[src/hps_pkg.sv]
package hps_pkg;

    // Host data bus and register file geometry
    localparam int DATA_W    = 8;
    localparam int ADDR_W    = 2;
    localparam int REG_DEPTH = 4;
    localparam int CHANNELS  = 2;

    // Data pins that double as serial configuration straps
    localparam int CPOL_BIT = 7;
    localparam int CPHA_BIT = 6;
    localparam int SWAP_BIT = 5;

    // Interface mode select levels
    localparam logic MODE_PARALLEL = 1'b0;
    localparam logic MODE_SERIAL   = 1'b1;

    // Bit order codes on the swap pin
    localparam logic ORDER_MSB_FIRST = 1'b0;
    localparam logic ORDER_LSB_FIRST = 1'b1;

    // Serial control word: flag bits that never move with the bit order
    localparam int CTRL_RW_POS   = 0;
    localparam int CTRL_FLAG_POS = 1;

    // Values after reset
    localparam logic              CFG_RESET  = 1'b0;
    localparam logic [DATA_W-1:0] DATA_RESET = 8'h00;

    // Host pins sampled together
    typedef struct packed {
        logic              cs1_n;
        logic              cs2_n;
        logic              rd_n;
        logic              wr_n;
        logic              mode;
        logic [ADDR_W-1:0] addr;
        logic [DATA_W-1:0] data;
    } hps_pins_s;

    // Idle pins: strobes and selects inactive, parallel mode
    localparam hps_pins_s PINS_IDLE = '{cs1_n: 1'b1, cs2_n: 1'b1,
                                        rd_n: 1'b1, wr_n: 1'b1,
                                        mode: 1'b0, addr: 2'h0,
                                        data: 8'h00};

endpackage : hps_pkg

[src/hps_host_port.sv]
`timescale 1ns/1ps

module hps_host_port
    import hps_pkg::*;
(
    input  wire logic              clock_in,                   // 40 MHz
    input  wire logic              nrst_in,                    // Sync reset
    input  wire logic [DATA_W-1:0] data_pin_in,                // Data pins
    output logic      [DATA_W-1:0] data_pin_out,               // Read data
    output logic                   data_pin_oe_out,            // Drive enable
    input  wire logic              channel_one_select_n_in,    // Select ch 1
    input  wire logic              channel_two_select_n_in,    // Select ch 2
    input  wire logic              read_strobe_n_in,           // Read strobe
    input  wire logic              write_strobe_n_in,          // Write strobe
    input  wire logic              serial_mode_sel_in,         // Mode select
    input  wire logic [ADDR_W-1:0] reg_addr_in,                // Register addr
    output logic                   serial_clock_polarity_pin_out, // CPOL
    output logic                   serial_clock_phase_pin_out,    // CPHA
    output logic                   lsb_first_out,              // Field order
    output logic                   serial_mode_out,            // Mode seen
    output logic                   write_done_out,             // Write pulse
    output logic      [DATA_W-1:0] ch1_ctrl_out,               // Ch 1 reg 0
    output logic      [DATA_W-1:0] ch2_ctrl_out                // Ch 2 reg 0
);

    ////////////////////////////////////////////////////////////////////////
    // Pin synchronisers: two flops, then a delayed copy for edges
    hps_pins_s meta_ff, sync_ff, prev_ff;
    hps_pins_s nxt_meta, nxt_sync, nxt_prev;

    // The first stage feeds only the second
    always_comb begin
        nxt_meta = '{cs1_n: channel_one_select_n_in,
                     cs2_n: channel_two_select_n_in,
                     rd_n:  read_strobe_n_in,
                     wr_n:  write_strobe_n_in,
                     mode:  serial_mode_sel_in,
                     addr:  reg_addr_in,
                     data:  data_pin_in};
        nxt_sync = meta_ff;
        nxt_prev = sync_ff;
    end

    always_ff @(posedge clock_in) begin
        if (!nrst_in) begin
            meta_ff <= PINS_IDLE;
            sync_ff <= PINS_IDLE;
            prev_ff <= PINS_IDLE;
        end else begin
            meta_ff <= nxt_meta;
            sync_ff <= nxt_sync;
            prev_ff <= nxt_prev;
        end
    end

    ////////////////////////////////////////////////////////////////////////
    // Per-channel register file, written from the parallel bus
    logic [DATA_W-1:0] regs_ff  [CHANNELS][REG_DEPTH];
    logic [DATA_W-1:0] nxt_regs [CHANNELS][REG_DEPTH];
    logic              wr_rise;
    logic              one_sel_prev;
    logic              nxt_write_done;
    logic              write_done_ff;

    // Only one select may be low; both low is a host fault and is ignored
    assign one_sel_prev = prev_ff.cs1_n ^ prev_ff.cs2_n;

    // Data and address come from the sample taken while the strobe was low,
    // so a host that drops data with the rising edge still lands intact
    assign wr_rise = !prev_ff.wr_n && sync_ff.wr_n && one_sel_prev
                     && (prev_ff.mode == MODE_PARALLEL);

    always_comb begin
        nxt_regs       = regs_ff;
        nxt_write_done = 1'b0;
        if (wr_rise) begin
            // All eight pins, 4 and 3 included, are plain data here
            nxt_regs[prev_ff.cs1_n ? 1 : 0][prev_ff.addr] =
                prev_ff.data;
            nxt_write_done = 1'b1;
        end
    end

    always_ff @(posedge clock_in) begin
        if (!nrst_in) begin
            for (int c = 0; c < CHANNELS; c++) begin
                for (int r = 0; r < REG_DEPTH; r++) begin
                    regs_ff[c][r] <= DATA_RESET;
                end
            end
            write_done_ff <= 1'b0;
        end else begin
            regs_ff       <= nxt_regs;
            write_done_ff <= nxt_write_done;
        end
    end

    assign write_done_out = write_done_ff;
    assign ch1_ctrl_out   = regs_ff[0][0];
    assign ch2_ctrl_out   = regs_ff[1][0];

    ////////////////////////////////////////////////////////////////////////
    // Read drive: the bus is driven only for a qualified parallel read
    logic [DATA_W-1:0] rd_data_ff, nxt_rd_data;
    logic              oe_ff, nxt_oe;
    logic              one_sel;

    assign one_sel = sync_ff.cs1_n ^ sync_ff.cs2_n;

    // Both selects high leaves one_sel low, so the pins float
    always_comb begin
        nxt_oe      = one_sel && !sync_ff.rd_n
                      && (sync_ff.mode == MODE_PARALLEL);
        nxt_rd_data = DATA_RESET;
        if (nxt_oe) begin
            nxt_rd_data =
                regs_ff[sync_ff.cs1_n ? 1 : 0][sync_ff.addr];
        end
    end

    always_ff @(posedge clock_in) begin
        if (!nrst_in) begin
            oe_ff      <= 1'b0;
            rd_data_ff <= DATA_RESET;
        end else begin
            oe_ff      <= nxt_oe;
            rd_data_ff <= nxt_rd_data;
        end
    end

    assign data_pin_oe_out = oe_ff;
    assign data_pin_out    = rd_data_ff;

    ////////////////////////////////////////////////////////////////////////
    // Serial configuration straps
    logic cpol_ff, cpha_ff, swap_ff, mode_ff;
    logic nxt_cpol, nxt_cpha, nxt_swap, nxt_mode;
    logic pins_free;

    // Straps are read only while no select is active; during a frame the
    // pins belong to the serial link and a glitch there must not retune it
    assign pins_free = sync_ff.cs1_n && sync_ff.cs2_n;

    always_comb begin
        nxt_mode = sync_ff.mode;
        nxt_cpol = cpol_ff;
        nxt_cpha = cpha_ff;
        nxt_swap = swap_ff;
        if (sync_ff.mode == MODE_PARALLEL) begin
            // Parallel mode: straps return to their defaults
            nxt_cpol = CFG_RESET;
            nxt_cpha = CFG_RESET;
            nxt_swap = ORDER_MSB_FIRST;
        end else if (pins_free) begin
            nxt_cpol = sync_ff.data[CPOL_BIT];
            nxt_cpha = sync_ff.data[CPHA_BIT];
            // Order covers address and data fields only; the RW and flag
            // bits sit at CTRL_RW_POS and CTRL_FLAG_POS for either order
            nxt_swap = sync_ff.data[SWAP_BIT];
        end
    end

    always_ff @(posedge clock_in) begin
        if (!nrst_in) begin
            cpol_ff <= CFG_RESET;
            cpha_ff <= CFG_RESET;
            swap_ff <= ORDER_MSB_FIRST;
            mode_ff <= MODE_PARALLEL;
        end else begin
            cpol_ff <= nxt_cpol;
            cpha_ff <= nxt_cpha;
            swap_ff <= nxt_swap;
            mode_ff <= nxt_mode;
        end
    end

    assign serial_clock_polarity_pin_out = cpol_ff;
    assign serial_clock_phase_pin_out    = cpha_ff;
    assign lsb_first_out                 = swap_ff;
    assign serial_mode_out               = mode_ff;
endmodule : hps_host_port

[config.mk]
export PLATFORM = sky130hd
export DESIGN_NAME = hps_host_port
export DESIGN_NICKNAME = d
export VERILOG_FILES = /design/src/hps_pkg.sv /design/src/hps_host_port.sv
export SDC_FILE = /design/constraint.sdc
export NUM_CORES = 1
export LEC_CHECK = 0
export ABC_CLOCK_PERIOD_IN_PS = 1830
export BUFFER_PORTS_ARGS = -buffer_cell sky130_fd_sc_hd__buf_2
export CAP_MARGIN = 30
export CORE_MARGIN = 3
export CORE_UTILIZATION = 58
export CTS_CLUSTER_SIZE = 16
export DETAILED_ROUTE_END_ITERATION = 10
export PLACE_DENSITY = 0.78
export SLEW_MARGIN = 20
export SYNTH_ARGS = -nofsm -noshare
export SYNTH_HDL_FRONTEND = slang
export SYNTH_SLANG_ARGS = --single-unit
[constraint.sdc]
create_clock -name clock_in -period 1.83 [get_ports clock_in]
set_input_delay 0.183 -clock clock_in [delete_from_list [all_inputs] [get_ports clock_in]]
set_output_delay 0.183 -clock clock_in [all_outputs]
set_load 0.03 [all_outputs]
==> out/metrics.csv, run 1 <==
metric,value,unit
status,completed,
max cap viols,0,
1st-pass router iterations,7,
fraction of registers with async set/reset,0,%
fraction of the mapped netlist area in simple logic gates,17.2,%
Int Power,5.15,mW
Die X,94.4,um
Worst Path Required,2.26,ns
mux contribution to synthesized area,22.8,%
initial antenna violation count,0,
number of global-route vias before repair,3013,
Synth Flop Type,dfxtp_1,
Clock Path Buffers,2,
nets@finish,473,
pwr/cell area,1160,nW/um^2
Cell variety after synth,25,
leakage,2.40,nW
WL/cell,15.9,um
CTS clock-pin slew for the worst setup and hold paths,0.06,ns
share of layout cells above drive strength 1,22.6,%
Worst setup EP type,flop,
setup TNS,0,ns
post-synthesis xor/xnor area fraction,0.193,%
main combinational cell family by area after synthesis,multiplexers,
DP HPWL,5490,um
Commonest cells post-synth,"dfxtp_1, nand2_1, mux2i_1",
die area,8910,um^2
number of core rows,31,
Starting Density,61.2,%
vias per inst,5.12,
Clk pwr share,55.6,%
Comb pwr share,2.7,%
Sw Ratio,20.0,%
Period minus WS final,1.53,ns
ANT cells,0,
Synth top area share,53.5,%
grt ovf,0,
Num CTS Buffers,17,
final setup margin,0.297,ns
initial drt markers,188,
Synth Area in Compound Gates,0.884,%
top-count cell post-synth,dfxtp_1,
slew of the pin with the lowest slew margin,0.487,ns
Post-Syn Nets,423,
endpoints failing hold,0,
largest net degree at the start of global routing,118,
antenna-violating nets left,0,
Post-synth EDFFs,0,
Slew Limit Fails,0,
"Seq/Total Area, Yosys",53.5,%
synth warn,0,
number of I/O port buffers,46,
routability cong.,0.836,
Sequential Power Share,41.7,%
Core ar.,7410,um^2
Synth Area in Adders,0.276,%
Post-CTS Resized,0,
total number of vias,2902,
Setup CP Type,reg2reg,
CTS tree,built,
Total Routing Usage GR,22.6,%
"Setup Fix Bufs, Post-CTS",0,
Setup WS pre-CTS,0.318,ns
DR DRC count,0,
Setup crit start kind,flop,
drt total wl,8990,um
Syn Std Cell Area,4530,um^2
RSZ-0062 raised after global routing,no,
Final Skew,0.00745,ns
Clock Latency Late Sink,0.51,ns
number of synthesized register bits,121,
ranking of synthesized cells by area,"dfxtp_1, mux2i_1, mux4_2, nand2_1, and2_1",
Die H,94.4,um
synth-to-layout area growth,22.4,%
worst vdd ir,0.000825,V
largest area contributor in the netlist,dfxtp_1,
# clock sinks,121,
switching power total,1.29,mW
Max Fclk,652,MHz
Mapped Cells,405,
H-tree depth,4,
"Arr. time, crit path",1.97,ns
Worst Path Max Fanout,8,
first-pass GRT wire length,14800,um
setup violators final,0,
# fillers,474,
fin crit share,83.8,%
worst hold path type,in2reg,
I/O Pins,47,
Root Buffer,clkbuf_8,
relative slew slack,67.5,%
Synth Area per Inst,11.2,um^2
-- layout by cell type, fill, tap and decap left out, drive strengths merged, types with 3 or more instances in the layout --
cell and instances:
bufinv 5, nand2b 12, nand3 8, mux2i 67, and2 32, clkinv 6, dfxtp 121, buf 51
inv 11, nand2 77, o21ai 8, nor3b 3, dlygate4sd3 15, nor2 7, mux4 16, clkbuf 18
-- logic make-up after synthesis --
family,count (synthesis)
AOI/OAI and AO/OA,8
xor gates and xnor gates,1
adders and majority gates,1
buffers and inverters,44
DFF,121
muxes,83
and+or+nand+nor,147
-- registers in the layout, indices dropped and copies added (netlist names) --
register and flops:
serial_mode_out 1, data_pin_out 8, data_pin_oe_out 1, ch2_ctrl_out 8, nxt_prev 14, ch1_ctrl_out 8
meta_ff 15, serial_clock_phase_pin_out 1, nxt_mode 1, serial_clock_polarity_pin_out 1, lsb_first_out 1, regs_ff 48
prev_ff 13, write_done_out 1
-- critical path, stage by stage (launching register included) --
cell and delay (ns):
dfxtp_1 0.37, or4b_4 0.58, nor2_8 0.27, mux2i_1 0.22
-- metal layers --
layer / routed length (um) / share of wire, % / GRT usage, %
met5: 0 / 0 / 0
met4: 117 / 1.3 / 7.94
met3: 389 / 4.3 / 7.17
met2: 4710 / 52 / 39.6
met1: 3770 / 42 / 25.9
-- path summary, 6_finish.rpt --
check	endpoint	slack [ns]	from	cells after the start
worst min register to register	nxt_prev[14]	0.41	meta_ff[14]	1
worst max register to register	regs_ff[46]	0.30	serial_mode_out	3
worst min-delay path	data_pin_oe_out	0.19	nrst_in	2
worst max-delay path	regs_ff[46]	0.30	serial_mode_out	3
-- repair_timing --
action / 4_1_cts / 5_1_grt
endpoints found under the hold margin: 15 / 0
hold buffers: 15 / 0
setup endpoints to repair: 0 / 0
-- area by class of cell --
type | instances | area, um^2 | area share [%]
inverter | 9 | 33.8 | 0.609
sequential | 121 | 2420 | 43.7
clock inverter | 14 | 220 | 3.97
tap | 99 | 124 | 2.23
multi-input combinational | 240 | 1870 | 33.8
timing repair buffer | 66 | 445 | 8.03
clock buffer | 18 | 428 | 7.71
-- power groups by stage --
stage	Combinational (mW)	Clock [mW]	Sequential, mW
2_1_floorplan	0.101	0	2.74
3_3_place_gp	0.144	0	2.74
3_5_place_dp	0.146	0	2.75
4_1_cts	0.171	3.64	2.69
5_1_grt	0.189	3.76	2.69
6_report	0.171	3.58	2.69
-- per-stage QoR --
step                      total power [mW]  instance area [um^2]  utilization (%)  std cells  hold WS, ns
after floorplan                       2.84                  4530                -        405        0.284
after global placement                2.89                  4750             64.1        520        0.366
after detailed placement              2.89                  4750             64.1        520        0.372
after CTS                             6.49                  5550             74.9        567        0.165
after global routing                  6.64                  5550             74.9        567        0.178
final                                 6.44                  5550             74.9        567        0.193
Note: power is estimated with default switching activity, not from simulation.
==> inputs of run 2 (changes only) <==
Settings changed: ABC_CLOCK_PERIOD_IN_PS 1830 to 1300, CORE_UTILIZATION 58 to 52, PLACE_DENSITY 0.78 to 0.74.
Clock period 1.83 ns to 1.3 ns, I/O delays scaled along.
==> out/metrics.csv, run 2 (same netlist as run 1, synthesis figures left out) <==
metric,value,unit
number of I/O port buffers,46,
max reg flops,48,
Die X,99.3,um
Clock Path Buffers,2,
worst hold path type,in2reg,
CTS tree,built,
number of global-route vias before repair,3119,
endpoints failing hold,0,
die area,9870,um^2
Root Buffer,clkbuf_8,
grt ovf,0,
status,finished with violations,
final cell count without fillers,591,
Num CTS Buffers,17,
Starting Density,54.3,%
drt total wl,9630,um
cell family with most CP delay,simple AND/OR/NAND/NOR gates,
placement-stage cell area,4930,um^2
"Core Util, Final",69.4,%
1st-pass router iterations,4,
ANT cells,0,
"most common cell after layout, fill and taps aside",dfxtp_1,
nets@finish,493,
synth-to-layout area growth,27.7,%
share of layout cells above drive strength 1,30.9,%
CP max stage delay,0.61,ns
Die H,99.3,um
first-pass GRT wire length,15500,um
Fin Hold WS,0.0550,ns
initial antenna violation count,0,
Setup crit start kind,flop,
# fillers,588,
r2r setup slk,-0.19,ns
Final Skew,0.00439,ns
most frequent cells in the layout,"dfxtp_1, nand2_1, mux2i_1, buf_2, and2_1",
DR DRC count,0,
worst vdd ir,0.00172,V
WL/cell,16.3,um
Crit Reg-Reg Startpoint,prev_ff[11],
I/O Pins,47,
setup TNS,-4.39,ns
H-tree depth,4,
Placed Cells,541,
DP HPWL,5890,um
antenna-violating nets left,0,
RSZ-0062 raised after global routing,yes,
Hold Startpoint,nrst_in,
number of core rows,33,
Clock Latency Late Sink,0.51,ns
Hold Path Stages,3,
worst reg2reg path endpoint,regs_ff[15],
failing checks,setup timing,
critical-path cell list,"or4b_4, nor2_8, mux2i_1",
leakage,2.49,nW
worst hold endpoint,nxt_prev[12],
multi-input logic area,1960,um^2
fin crit share,114,%
vias per inst,5.19,
Core ar.,8340,um^2
Worst Path Required,1.73,ns
routability cong.,0.854,
largest net degree at the start of global routing,66,
CP max stage cell,or4b_4,
R2R depth,3,
Worst Path Max Fanout,8,
# clock sinks,121,
Worst Path Buf+Inv,0,
Register Area,2430,um^2
pwr/cell area,1410,nW/um^2
Max Fclk,673,MHz
CTS clock-pin slew for the worst setup and hold paths,0.06,ns
total number of vias,3069,
relative slew slack,74.0,%
final instance area,5790,um^2
Worst setup EP type,flop,
Setup CP Type,reg2reg,
slew of the pin with the lowest slew margin,0.389,ns
initial drt markers,160,
"Arr. time, crit path",1.91,ns
setup violators final,56,
Slew Limit Fails,0,
max cap viols,0,
final setup margin,-0.186,ns
largest register by flop count,regs_ff,
Period minus WS final,1.49,ns
Total Routing Usage GR,20.7,%
==> run 2: cell count changes in the layout (fill, tap and decap cells not counted), moves of 4 or more <==
cell / previous run / this run
clkinv_4: 4 / 0
bufinv_16: 5 / 0
buf_4: 4 / 12
nand3_1: 8 / 0
nand3_2: 0 / 8
buf_12: 2 / 8
inv_1: 9 / 3
dfxtp_1: 121 / 117
buf_6: 0 / 4
o21ai_1: 8 / 4
inv_2: 0 / 6
o21ai_2: 0 / 4
==> run 2: how the worst max path moves through the flow <==
| stage | start | end | slack, ns | cells past startpoint |
|---|---|---|---|---|
| after floorplan | serial_mode_out | regs_ff[14] | -0.12 | 3 |
| after global placement | serial_mode_out | ch1_ctrl_out[5] | -0.12 | 5 |
| after detailed placement | serial_mode_out | regs_ff[46] | -0.15 | 3 |
| after CTS | serial_mode_out | regs_ff[15] | -0.19 | 3 |
| after global routing | prev_ff[11] | regs_ff[15] | -0.24 | 3 |
| final | prev_ff[11] | regs_ff[15] | -0.19 | 3 |
==> run 2: where the power goes <==
group,internal [mW],switching (mW)
registers,3.77,0.0237
clock network,2.57,1.54
logic,0.147,0.133
==> run 2: tightest hold or removal path, cell delays in order <==
cell      delay, ns
buf_2          0.13
buf_12         0.19
nand2b_1       0.08
==> run 2: what timing repair did <==
action,CTS,global route
hold buffers,15,0
resized for setup,21,20
pin swaps,3,9
buffers inserted,4,2
setup endpoints to repair,46,72
hold endpoints to repair,15,0
cloned,1,0
==> run 2: metrics by stage <==
step / setup WS, ns / power (mW)
2_1_floorplan: -0.120 / 4.01
3_3_place_gp: -0.116 / 4.08
3_5_place_dp: -0.153 / 4.09
4_1_cts: -0.188 / 8.20
5_1_grt: -0.242 / 8.43
6_report: -0.186 / 8.18
==> run 2: metal layers <==
metal  global-route usage [%]  share of wire (%)  vias to the layer above
met5                        0                  0                        -
met4                     5.36                1.6                        0
met3                     6.59                6.7                       15
met2                     35.8                 50                       97
met1                     24.9                 41                     1470
li1                         -                  -                     1487
==> run 2: cell type report <==
type / count / share of cell area (%)
repair buffers: 86 / 12.1
multi-input cells: 240 / 33.8
inverters: 9 / 0.584
flip-flops and latches: 121 / 42.0
well taps: 105 / 2.27
clock inverters: 7 / 0.735
clock buffers: 23 / 8.43
==> inputs of run 3 (changes only) <==
Settings changed: SETUP_SLACK_MARGIN set to 0.2.
==> out/metrics.csv, run 3 (same netlist as run 1, synthesis figures left out) <==
metric,value,unit
status,finished with violations,
failing checks,setup timing,
largest register by flop count,regs_ff,
1st-pass router iterations,4,
number of global-route vias before repair,3238,
final cell count without fillers,598,
relative slew slack,72.3,%
Starting Density,54.3,%
Clock Latency Late Sink,0.51,ns
total number of vias,3147,
DP HPWL,5900,um
vias per inst,5.26,
"most common cell after layout, fill and taps aside",dfxtp_1,
CTS tree,built,
number of core rows,33,
Worst Path Max Fanout,8,
Setup crit start kind,flop,
switching power total,1.89,mW
pwr/cell area,1430,nW/um^2
antenna-violating nets left,0,
first-pass GRT wire length,16700,um
nets@finish,498,
die area,9870,um^2
Num CTS Buffers,17,
grt met1 use,27.2,%
Worst Path Buf+Inv,0,
CTS clock-pin slew for the worst setup and hold paths,0.06,ns
ANT cells,0,
Placed Cells,539,
setup violators final,73,
Setup WS pre-CTS,-0.151,ns
worst vdd ir,0.000988,V
critical-path cell list,"or4b_4, nor2_8, mux2i_1",
Core ar.,8340,um^2
H-tree depth,4,
Comb pwr share,3.4,%
slew of the pin with the lowest slew margin,0.414,ns
max cap viols,0,
cell family with most CP delay,simple AND/OR/NAND/NOR gates,
final instance area,6260,um^2
initial antenna violation count,0,
Clock Path Buffers,2,
Clk pwr share,54.4,%
Setup CP Type,reg2reg,
Int Power,7.10,mW
synth-to-layout area growth,38.2,%
gr busiest metal,met2,
Die X,99.3,um
Worst setup EP type,flop,
"Arr. time, crit path",1.89,ns
Die H,99.3,um
CP max stage delay,0.60,ns
Max Fclk,687,MHz
# clock sinks,121,
Final Skew,0.00955,ns
Root Buffer,clkbuf_8,
Total Routing Usage GR,22.4,%
Worst Path Required,1.73,ns
Fin Hold WS,0.0704,ns
GRT met3 Usage,6.66,%
max reg flops,48,
initial drt markers,153,
number of I/O port buffers,46,
drt total wl,10600,um
endpoints failing hold,0,
largest net degree at the start of global routing,69,
CP max stage cell,or4b_4,
Sw Ratio,21.0,%
setup TNS,-6.08,ns
leakage,2.61,nW
worst hold path type,in2reg,
WL/cell,17.7,um
RSZ-0062 raised after global routing,yes,
Sequential Power Share,42.1,%
I/O Pins,47,
share of layout cells above drive strength 1,39.1,%
grt ovf,0,
global-route met2 utilization,38.6,%
Slew Limit Fails,0,
fin crit share,112,%
DR DRC count,0,
placement-stage cell area,4910,um^2
final setup margin,-0.155,ns
routability cong.,0.787,
most frequent cells in the layout,"dfxtp_1, nand2_1, mux2i_1, buf_6",
Period minus WS final,1.46,ns
-- run 3: per-layer routing --
metal / vias to the layer above / share of wire [%]
li1: 1501 / -
met3: 8 / 4.9
met2: 100 / 53
met5: - / 0
met4: 0 / 0.76
met1: 1538 / 41
-- run 3: stage by stage --
| stage | total power [mW] | utilization (%) |
|---|---|---|
| after global routing | 9.26 | 75.1 |
| after floorplan | 4.01 | - |
| after detailed placement | 4.09 | 58.9 |
| final | 8.98 | 75.1 |
| after global placement | 4.08 | 58.9 |
| after CTS | 9.01 | 74.1 |
-- run 3: cell type report --
| cell class | instances | area, um^2 |
|---|---|---|
| inverter | 9 | 33.8 |
| tap | 105 | 131 |
| timing repair buffer | 91 | 936 |
| fill | 506 | 2080 |
| multi-input combinational | 240 | 2070 |
| clock buffer | 18 | 428 |
| clock inverter | 14 | 195 |
| sequential | 121 | 2470 |
-- run 3: what timing repair did --
item,CTS,global route
buffers inserted,8,1
endpoints found under the setup margin,103,103
gates cloned,2,1
hold endpoints to repair,15,0
hold buffers,15,0
resized for setup,125,13
pin swaps,12,2
-- run 3: power groups by stage --
| stage | sequential, mW | combinational [mW] | clock (mW) |
|---|---|---|---|
| 6_report | 3.78 | 0.309 | 4.89 |
| 5_1_grt | 3.79 | 0.335 | 5.14 |
| 4_1_cts | 3.78 | 0.301 | 4.93 |
| 3_5_place_dp | 3.86 | 0.228 | 0 |
| 3_3_place_gp | 3.86 | 0.223 | 0 |
| 2_1_floorplan | 3.86 | 0.147 | 0 |
-- run 3: tightest hold or removal path, cell delays in order --
cell and delay [ns]:
buf_2 0.13, buf_12 0.19, nand2b_1 0.09
-- run 3: path summary, 6_finish.rpt --
kind | start | end | slack (ns) | depth (start not counted)
setup / recovery | serial_mode_out | regs_ff[13] | -0.16 | 3
hold / removal | nrst_in | nxt_prev[12] | 0.07 | 3
hold reg to reg | meta_ff[11] | nxt_prev[11] | 0.40 | 1
setup reg to reg | serial_mode_out | regs_ff[13] | -0.16 | 3
